--- src/pdcu_defines.vh ---
// constants for the four-channel duty compare unit
// assumes a shared 12-bit time base outside this block
`ifndef PDCU_DEFINES_VH
`define PDCU_DEFINES_VH

`define PDCU_CHANNELS 4
`define PDCU_DUTY_W 14
`define PDCU_CNT_W 12
`define PDCU_PHASE_W 2

// time base mode select codes
`define PDCU_MODE_FREE 2'h0
`define PDCU_MODE_SINGLE 2'h1
`define PDCU_MODE_UPDN 2'h2
`define PDCU_MODE_UPDN_DBL 2'h3

// prescale select for 1:1
`define PDCU_PRESCALE_1TO1 2'h0

// register indices on the plain port
`define PDCU_REG_DUTY0_LOW 4'h0
`define PDCU_REG_DUTY0_HIGH 4'h1
`define PDCU_REG_DUTY1_LOW 4'h2
`define PDCU_REG_DUTY1_HIGH 4'h3
`define PDCU_REG_DUTY2_LOW 4'h4
`define PDCU_REG_DUTY2_HIGH 4'h5
`define PDCU_REG_DUTY3_LOW 4'h6
`define PDCU_REG_DUTY3_HIGH 4'h7
`define PDCU_REG_STATUS 4'h8
`define PDCU_ADDR_W 4

`define PDCU_DUTY_RESET 14'h0000
`define PDCU_BYTE_W 8
`define PDCU_HIGH_BITS 6

`endif

--- src/pdcu_duty_compare.v ---
// four double-buffered duty compare channels with complementary outputs
// assumes time base count, direction, period, phase and enable come from
// logic on the same clock; software uses the plain register port
`timescale 1ns/1ps
`include "pdcu_defines.vh"

// How it works
// - four 14-bit duty values built from low byte and six high bits
// - upper 12 duty bits compared to count; low 2 bits pick phase
// - at 1:1 prescale match needs count equal and phase equal
// - other prescales match on first phase, low duty bits ignored
// - software buffer separate from active compare register per channel
// - edge-aligned modes load active duty when count wraps to zero
// - time base disabled loads every buffer continuously unless update disable is set
// - plain up/down mode loads when count zero, direction flag not checked
// - double-update mode loads at count zero and at period match
// - free-running and single-shot modes give edge-aligned output
// - edge-aligned output active at count zero, inactive on duty match
// - edge duty zero never active; duty above period always active
// - both up/down modes give center-aligned output
// - center match sets active counting down, inactive counting up
// - center duty zero never active; duty at or above period always
// - center start preloads period and counts down, done by time base
// - up/down period is twice the period value, set by time base
// - channel n drives pair n, main odd, complement even
// - pair outputs always opposite; dead interval left to later stage
// - override stage may replace waveform, keeping complement relation
// - mode select 00 free, 01 single, 10 up/down, 11 double
// - update disable blocks every buffer to active transfer
// - period value is 12 bits wide
// note: the time base flag may still read down while the count sits at zero
module pdcu_duty_compare #(
  parameter CHANNELS = `PDCU_CHANNELS,
  parameter DUTY_W = `PDCU_DUTY_W,
  parameter CNT_W = `PDCU_CNT_W
) (
  input wire clk,
  input wire rst,
  input wire [`PDCU_ADDR_W-1:0] regAddr,
  input wire [7:0] regWriteData,
  input wire regWrite,
  input wire regRead,
  output reg [7:0] regReadData,
  input wire [CNT_W-1:0] timeBaseCount,
  input wire countDirectionFlag,
  input wire [CNT_W-1:0] periodValue,
  input wire timeBaseEnable,
  input wire [1:0] timeBasePrescaleSelect,
  input wire [1:0] timeBaseModeSelect,
  input wire updateDisable,
  input wire [1:0] quadPhase,
  input wire [3:0] overrideEnable,
  input wire [3:0] overrideValue,
  output reg pair0MainOut,
  output reg pair0ComplementOut,
  output reg pair1MainOut,
  output reg pair1ComplementOut,
  output reg pair2MainOut,
  output reg pair2ComplementOut,
  output reg pair3MainOut,
  output reg pair3ComplementOut
);

  // ***********************************************************
  // functions
  // ***********************************************************
  // match test shared by all channels
  function dutyMatch;
    input [DUTY_W-1:0] duty;
    input [CNT_W-1:0] count;
    input [1:0] phase;
    input [1:0] prescale;
    begin
      if (prescale == `PDCU_PRESCALE_1TO1) begin
        dutyMatch = (duty[DUTY_W-1:2] == count) &&
                    (duty[1:0] == phase);
      end else begin
        dutyMatch = (duty[DUTY_W-1:2] == count) &&
                    (phase == 2'h0);
      end
    end
  endfunction

  // ***********************************************************
  // storage
  // ***********************************************************
  reg [DUTY_W-1:0] dutyBuffer [0:CHANNELS-1];
  reg [DUTY_W-1:0] dutyActive [0:CHANNELS-1];
  reg [CHANNELS-1:0] compareOut;
  reg [CNT_W-1:0] countPrev;
  reg runPrev;

  wire centerMode;
  wire periodMatch;
  wire countZero;
  wire freshStep;
  reg loadNow;
  integer i;

  // up/down period of twice the period value comes from the time base
  assign centerMode = timeBaseModeSelect[1];
  assign periodMatch = (timeBaseCount == periodValue);
  assign countZero = (timeBaseCount == {CNT_W{1'b0}});
  // count value just arrived: edges act once per count, on first phase
  assign freshStep = (quadPhase == 2'h0) &&
                     (!runPrev || timeBaseCount != countPrev);

  // ***********************************************************
  // transfer decision
  // ***********************************************************
  always @* begin
    loadNow = 1'b0;
    if (!timeBaseEnable) begin
      loadNow = 1'b1;
    end else if (freshStep) begin
      case (timeBaseModeSelect)
        `PDCU_MODE_FREE,
        `PDCU_MODE_SINGLE: begin
          loadNow = countZero && runPrev;
        end
        `PDCU_MODE_UPDN: begin
          // zero is only reached at the bottom turn, where upward begins
          loadNow = countZero;
        end
        `PDCU_MODE_UPDN_DBL: begin
          loadNow = countZero || periodMatch;
        end
        default: begin
          loadNow = 1'b0;
        end
      endcase
    end
    if (updateDisable) begin
      loadNow = 1'b0;
    end
  end

  // ***********************************************************
  // registers and compare
  // ***********************************************************
  always @(posedge clk) begin
    if (rst) begin
      for (i = 0; i < CHANNELS; i = i + 1) begin
        dutyBuffer[i] <= `PDCU_DUTY_RESET;
        dutyActive[i] <= `PDCU_DUTY_RESET;
      end
      compareOut <= {CHANNELS{1'b0}};
      countPrev <= {CNT_W{1'b0}};
      runPrev <= 1'b0;
      regReadData <= 8'h00;
    end else begin
      countPrev <= timeBaseCount;
      runPrev <= timeBaseEnable;
      regReadData <= 8'h00;
      if (regWrite && !regAddr[3]) begin
        if (regAddr[0]) begin
          dutyBuffer[regAddr[2:1]][DUTY_W-1:`PDCU_BYTE_W] <=
            regWriteData[`PDCU_HIGH_BITS-1:0];
        end else begin
          dutyBuffer[regAddr[2:1]][`PDCU_BYTE_W-1:0] <=
            regWriteData;
        end
      end
      if (regRead) begin
        if (!regAddr[3]) begin
          regReadData <= regAddr[0] ?
            {2'h0, dutyBuffer[regAddr[2:1]][DUTY_W-1:`PDCU_BYTE_W]} :
            dutyBuffer[regAddr[2:1]][`PDCU_BYTE_W-1:0];
        end else if (regAddr == `PDCU_REG_STATUS) begin
          regReadData <= {4'h0, compareOut};
        end
      end
      for (i = 0; i < CHANNELS; i = i + 1) begin
        if (loadNow) begin
          dutyActive[i] <= dutyBuffer[i];
        end
        if (!timeBaseEnable) begin
          compareOut[i] <= 1'b0;
        end else if (dutyActive[i] == `PDCU_DUTY_RESET) begin
          compareOut[i] <= 1'b0;
        end else if (!centerMode) begin
          // edge aligned
          if (dutyActive[i][DUTY_W-1:2] > periodValue) begin
            compareOut[i] <= 1'b1;
          end else if (dutyMatch(dutyActive[i], timeBaseCount,
                                 quadPhase, timeBasePrescaleSelect)) begin
            compareOut[i] <= 1'b0;
          end else if (countZero && freshStep) begin
            compareOut[i] <= 1'b1;
          end
        end else begin
          // start from period counting down: no output set before a down match
          if (dutyActive[i][DUTY_W-1:2] >= periodValue) begin
            compareOut[i] <= 1'b1;
          end else if (dutyMatch(dutyActive[i], timeBaseCount,
                                 quadPhase, timeBasePrescaleSelect)) begin
            compareOut[i] <= countDirectionFlag;
          end
        end
      end
    end
  end

  // ***********************************************************
  // output pairs
  // ***********************************************************
  reg [CHANNELS-1:0] mainWave;
  integer j;

  always @* begin
    for (j = 0; j < CHANNELS; j = j + 1) begin
      mainWave[j] = overrideEnable[j] ? overrideValue[j] :
                    compareOut[j];
    end
  end

  always @(posedge clk) begin
    if (rst) begin
      pair0MainOut <= 1'b0;
      pair0ComplementOut <= 1'b1;
      pair1MainOut <= 1'b0;
      pair1ComplementOut <= 1'b1;
      pair2MainOut <= 1'b0;
      pair2ComplementOut <= 1'b1;
      pair3MainOut <= 1'b0;
      pair3ComplementOut <= 1'b1;
    end else begin
      pair0MainOut <= mainWave[0];
      pair0ComplementOut <= ~mainWave[0];
      pair1MainOut <= mainWave[1];
      pair1ComplementOut <= ~mainWave[1];
      pair2MainOut <= mainWave[2];
      pair2ComplementOut <= ~mainWave[2];
      pair3MainOut <= mainWave[3];
      pair3ComplementOut <= ~mainWave[3];
    end
  end

endmodule // pdcu_duty_compare

--- config.mk ---
export PLATFORM = sky130hd
export DESIGN_NAME = pdcu_duty_compare
export DESIGN_NICKNAME = d
export VERILOG_FILES = /design/src/pdcu_duty_compare.v
export VERILOG_INCLUDE_DIRS = /design/src
export SDC_FILE = /design/constraint.sdc
export NUM_CORES = 1
export LEC_CHECK = 0
export ABC_AREA = 1
export ABC_CLOCK_PERIOD_IN_PS = 4100
export BUFFER_PORTS_ARGS = -buffer_cell sky130_fd_sc_hd__buf_2
export CELL_PAD_IN_SITES_DETAIL_PLACEMENT = 0
export CELL_PAD_IN_SITES_GLOBAL_PLACEMENT = 2
export CORE_MARGIN = 4
export CORE_UTILIZATION = 30
export DETAILED_ROUTE_END_ITERATION = 10
export GPL_TIMING_DRIVEN = 0
export PLACE_DENSITY_LB_ADDON = 0.05
export SETUP_SLACK_MARGIN = 0.05
export SLEW_MARGIN = 20
export SYNTH_ARGS = -nofsm -noshare
export SYNTH_HDL_FRONTEND = slang
export SYNTH_SLANG_ARGS = --single-unit
--- constraint.sdc ---
create_clock -name clk -period 4.1 [get_ports clk]
set_clock_uncertainty 0.2 [all_clocks]
set_input_delay 0.41 -clock clk [delete_from_list [all_inputs] [get_ports clk]]
set_output_delay 0.41 -clock clk [all_outputs]
set_load 0.05 [all_outputs]
==> out/metrics.cfg, run 1 <==
[worst_hold_path]
hold_depth = 3
hold_end = pair3MainOut
hold_start = overrideValue[3]
hp-class = input pin to flip-flop

[synthesis]
synth.area.top_cells = edfxtp_1 40%, dfxtp_1 7.8%, ha_1 7.1%
synth_simple_gate_area_share = 0.239
synthCells = 953
synthAdderAreaFrac = 0.0707
synth-edff-count = 112
seq_area_frac_synth = 0.473
ys_types = 37
ys_ff_latch = 145
synthFlopType = edfxtp_1
synthXorXnorAreaFrac = 0.0381
ys_top_cells_by_count = 146 x nand2_1, 136 x nor2_1, 126 x inv_1
synth_compound_area_frac = 0.0908
synthesis.area_sq_mm = 0.00850
synth_top_family_by_area = simple AND/OR/NAND/NOR gates
synth_area_leader_cell = edfxtp_1
synth.top_cell.area_share = 0.396
syn_area_per_cell_sq_um = 8.92
syn-num-nets = 1058
synth_most_common_cell = nand2_1
synthMuxAreaShare = 0
ys_async_sr_fraction = 0
yosysWarnings = 0

[grt]
grt_util_met1 = 0.237
grt.total_usage = 0.183
antenna_found_initial = 1
grt_pass1_wl_microns = 41400
use_met2 = 0.326
grtUsageMet3 = 0.0270
grt-ovfl-total = 0
grt_pass1_vias = 6447
gr-max-usage-layer = met2
grt_max_degree = 57

[floorplanning]
die_x_microns = 176
die_y_microns = 176
initial_utilization = 0.305
rows = 61
die_area_sq_mm = 0.0311
ioPinCount = 73
core_area_sq_mm = 0.0279

[placement]
dp_cells = 1390
portBuffers = 59
place_area_sq_mm = 0.00928
hpwlAfterDp_microns = 22800
globalplace.congestion = 0.852

[timing]
hold_viol_final = 0
tns_ns = 0
rsz0062_at_grt = false
worst_slew_pin_slew_ns = 0.776
slew_viol_final = 0
max-slew-margin-rel = 0.478
max_freq_mhz = 382
period_minus_slack_ns = 2.62
setup_viol = 0
post-route-period-util = 0.639

[worst_setup_path]
crit_path_start_kind = input pin
r2r-start = runPrev
r2r-end = dutyActive[3][9]
end_kind = flip-flop
rr_worst_depth = 9
crit_arrival_ns = 2.47
required_ns = 3.95
cp_max_fo = 10
critPathKind = input pin to flip-flop
rrSetupSlack_ns = 1.71

[layout]
n_antenna_cell = 0
layout.nets = 1136
design_area_sq_mm = 0.00990
area.growth.synth_to_final_pct = 16.5
fin_cells = 1422
drive_gt1_frac = 0.173
num-fill-cells = 2930

[clocking]
root_buffer = clkbuf_16
htreeDepth = 4
cts.sinks = 145
clock_path_buffers = 2
clkLatencyLatePin_ns = 0.43
cts_setup_buffers = 0
cts-buffers-inserted = 17
path_clk_slew_ns = 0.07
cts_resized = 0
cts_tree = built
cts_hold_buffers = 0

[power]
finalPower_uw = 3920
max-vdd-ir-drop_mv = 0.191
power_per_cell_area_mw_per_mm2 = 395
p_leak_uw = 0.00422

[drt]
viasPerCell = 4.48
via_count = 6377
drcViolationCount = 0
dr.pass1.iters = 4
detail-route-antenna-nets = 0
wl_per_cell_microns = 19.7
wl_microns = 27900
drt_iter0_markers = 338

[status]
outcome = complete, no violations

[job]
drv_cap = 0

layer usage:
metal	share of wire	up-vias
li1	-	3300
met1	0.45	2960
met2	0.50	97
met3	0.028	18
met4	0.014	2
met5	0.00043	-
worst max-delay path, stage by stage:
cell	delay [ns]
buf_2	0.09
clkbuf_1	0.57
clkbuf_1	0.57
a21oi_1	0.18
a21oi_1	0.64
cell usage in the layout (no fill, tap or decap), drive strengths merged, types with 17 or more instances in the layout:
master,synthesis,layout
dfxtp,33,33
xnor2,20,20
edfxtp,112,112
inv,141,149
a21oi,78,78
nand3,26,26
ha,48,48
xor2,17,17
nand4,22,22
buf,16,75
clkbuf,14,31
nor2,178,178
o21ai,46,46
nand2,146,146
kinds of logic after synthesis:
kind of cell    count (synthesis)
simple gates                  408
buf+inv                       171
flops                         145
compound gates                144
fa+ha+maj                      48
xor+xnor                       37
power by group:
group	switching, uW	internal, uW
Sequential	71.9	1670
Clock	751	889
Combinational	359	170
layout make-up:
cell class / instances / area (sq um) / share of cell area
Sequential cell: 145 / 4020 / 0.406
Multi-Input combinational cell: 637 / 3740 / 0.377
Inverter: 141 / 529 / 0.0534
Tap cell: 378 / 473 / 0.0478
Clock buffer: 17 / 425 / 0.0430
Timing Repair Buffer: 59 / 295 / 0.0298
Buffer: 30 / 216 / 0.0219
Clock inverter: 15 / 203 / 0.0205
per-stage QoR:
stage	setup WS (ns)	hold slack, ns	util
finish	1.48	0.0700	0.355
global route	1.30	0.0699	0.355
CTS	1.42	0.0574	0.355
floorplan	1.05	0.257	-
detailed placement	0.978	0.322	0.333
global placement	0.0159	0.323	0.333
state kept, by name (all words and copies together) (netlist names):
signal / cells
pair2ComplementOut: 1
countPrev: 12
pair1ComplementOut: 1
compareOut: 4
pair0MainOut: 1
dutyBuffer: 56
runPrev: 1
pair2MainOut: 1
pair0ComplementOut: 1
regReadData: 8
dutyActive: 56
pair1MainOut: 1
pair3MainOut: 1
pair3ComplementOut: 1
how the worst max path moves through the flow:
stage | from | endpoint | slack [ns]
finish | regAddr[2] | dutyBuffer[3][0] | 1.48
global route | regAddr[2] | dutyBuffer[3][4] | 1.30
CTS | regAddr[2] | dutyBuffer[3][2] | 1.42
detailed placement | regAddr[2] | dutyBuffer[3][3] | 0.98
global placement | rst | dutyActive[1][12] | 0.02
floorplan | timeBaseCount[8] | dutyActive[0][0] | 1.05
(Power assumes the default switching activity.)
==> run 2, diff against run 1 <==
- ABC_CLOCK_PERIOD_IN_PS: 4100 -> 2500
- clock period: 4.1 -> 2.5 ns (I/O delays scaled with it)
==> run 2 against run 1 <==
Compared with the run above:
- combinational power rose by 69%
- register-to-register slack lost 1.6 ns
- clock power grew 49%
- sequential share of layout area decreased by 0.47 points
- global-route usage about the same
- total power is 59% higher
- via count grew 0.17%
- critical path depth unchanged
- non-clock buffer count rose by 19
- final cell count increased by 1.3%
- flip-flop and latch count unchanged
- clock-buffer cell count unchanged
- critical path type unchanged
- largest power group unchanged
- highest routed layer unchanged
==> out/metrics.cfg, run 2 (same netlist as run 1, synthesis figures left out) <==
[layout]
reg.largest.list = dutyActive: 56 flops, dutyBuffer: 56 flops, countPrev: 12 flops  ; unchanged
drive_gt1_frac = 0.169  ; was 0.173
design_area_sq_mm = 0.0100  ; was 0.00990 sq mm
layout_common_cells = 145 x nand2_1, 136 x nor2_1, 126 x inv_1  ; unchanged
fin_cells = 1441  ; was 1422
layout.nets = 1155  ; was 1136
num-fill-cells = 2936  ; was 2930
n_antenna_cell = 0  ; unchanged
multi_input_area_sq_mm = 0.00374  ; about the same
area.growth.synth_to_final_pct = 17.9  ; was 16.5%
layout_commonest_cell = nand2_1  ; unchanged
regArea_sq_mm = 0.00402  ; unchanged

[clocking]
root_buffer = clkbuf_16  ; unchanged
htreeDepth = 4  ; unchanged
cts-buffers-inserted = 17  ; unchanged
cts_tree = built  ; unchanged
clock_path_buffers = 2  ; unchanged
cts_setup_buffers = 0  ; unchanged
cts.sinks = 145  ; unchanged
path_clk_slew_ns = 0.07  ; about the same
clkLatencyLatePin_ns = 0.43  ; about the same

[grt]
antenna_found_initial = 1  ; unchanged
grt.total_usage = 0.183  ; about the same
grt_max_degree = 57  ; unchanged
grt_pass1_vias = 6485  ; was 6447
grt-ovfl-total = 0  ; unchanged
grt_pass1_wl_microns = 41300  ; was 41400 microns

[floorplanning]
die_y_microns = 176  ; unchanged
die_x_microns = 176  ; unchanged
ioPinCount = 73  ; unchanged
initial_utilization = 0.305  ; unchanged
rows = 61  ; unchanged
die_area_sq_mm = 0.0311  ; unchanged
core_area_sq_mm = 0.0279  ; unchanged

[drt]
drt_iter0_markers = 318  ; was 338
wl_per_cell_microns = 19.6  ; was 19.7 microns
drcViolationCount = 0  ; unchanged
via_count = 6388  ; was 6377
detail-route-antenna-nets = 0  ; unchanged
dr.pass1.iters = 5  ; was 4
wl_microns = 28200  ; was 27900 microns
viasPerCell = 4.43  ; was 4.48

[job]
drv_cap = 0  ; unchanged

[worst_setup_path]
crit_arrival_ns = 2.28  ; was 2.47 ns
rr_worst_depth = 9  ; unchanged
cp_max_fo = 10  ; unchanged
crit_path_start_kind = input pin  ; unchanged
critPathKind = input pin to flip-flop  ; unchanged
required_ns = 2.35  ; was 3.95 ns
end_kind = flip-flop  ; unchanged

[power]
power_per_cell_area_mw_per_mm2 = 620  ; was 395 mW/mm^2
max-vdd-ir-drop_mv = 0.354  ; was 0.191 mV
p_leak_uw = 0.00427  ; was 0.00422 uW

[timing]
post-route-period-util = 0.971
rsz0062_at_grt = true  ; was false
max_freq_mhz = 412
worst_slew_pin_slew_ns = 0.996  ; was 0.776 ns
setup_viol = 0  ; unchanged
max-slew-margin-rel = 0.330  ; was 0.478
tns_ns = 0  ; unchanged
period_minus_slack_ns = 2.43
slew_viol_final = 0  ; unchanged
hold_viol_final = 0  ; unchanged

[placement]
portBuffers = 59  ; unchanged
place_area_sq_mm = 0.00928  ; unchanged
globalplace.congestion = 0.819  ; was 0.852
hpwlAfterDp_microns = 22800  ; about the same
dp_cells = 1390  ; unchanged

[worst_hold_path]
hold_depth = 3  ; unchanged
hp-class = input pin to flip-flop  ; unchanged

[status]
outcome = complete, no violations  ; unchanged

[run 2: cell count changes in the layout (fill, tap and decap cells not counted), sizes merged]
cell,before,now
dlygate4sd3,0,19
clkinv,6,5
clkinvlp,0,2
bufinv,1,0
[run 2: repair_timing]
item | CTS | global route
endpoints found under the hold margin | 16 | 0
gates resized for setup | 1 | 0
hold buffers | 19 | 0
endpoints found under the setup margin | 70 | 62
gates cloned | 0 | 0
[run 2: metrics by stage]
step                setup slack [ns]  total power (uW)  utilization  hold slack [ns]
global route                  -0.110              6500        0.360           0.0234
finish                        0.0725              6210        0.360           0.0165
CTS                          -0.0193              6280        0.360          0.00436
floorplan                      0.144              3460            -            0.190
detailed placement            -0.535              3810        0.333            0.336
global placement              -0.824              3810        0.333            0.330
[run 2: layer usage]
layer	up-vias	track usage	share of wire	routed length [microns]
li1	3343	-	-	-
met1	2927	0.239	0.46	12900
met2	92	0.323	0.50	14200
met3	24	0.0259	0.025	701
met4	2	0.0422	0.014	392
met5	-	0	0.00035	10
[run 2: cell type report]
type,count,share of cell area
Tap cell,378,0.0472
Buffer,30,0.0216
Timing Repair Buffer,78,0.0485
Multi-Input combinational cell,637,0.373
Clock inverter,15,0.0124
Inverter,141,0.0528
Sequential cell,145,0.402
Clock buffer,17,0.0425
[run 2: worst paths after layout]
path | from | to | slack, ns
hold / removal | regWriteData[6] | dutyBuffer[3][6] | 0.02
setup reg to reg | runPrev | dutyActive[3][10] | 0.11
setup / recovery | regAddr[2] | dutyBuffer[3][12] | 0.07
hold reg to reg | compareOut[1] | regReadData[1] | 0.35
[run 2: power by group]
part | total [uW] | internal, uW | switching [uW] | leakage [uW]
clock | 2450 | 1300 | 1150 | 0.000265
sequential | 2870 | 2750 | 120 | 0.00142
combinational | 893 | 300 | 593 | 0.00259
total | 6210 | 4350 | 1870 | 0.00427
[run 2: worst max-delay path, cell delays in order]
cell and delay, ns:
buf_2 0.09, clkbuf_1 0.59, clkbuf_1 0.56, a21oi_1 0.20, a21oi_1 0.58
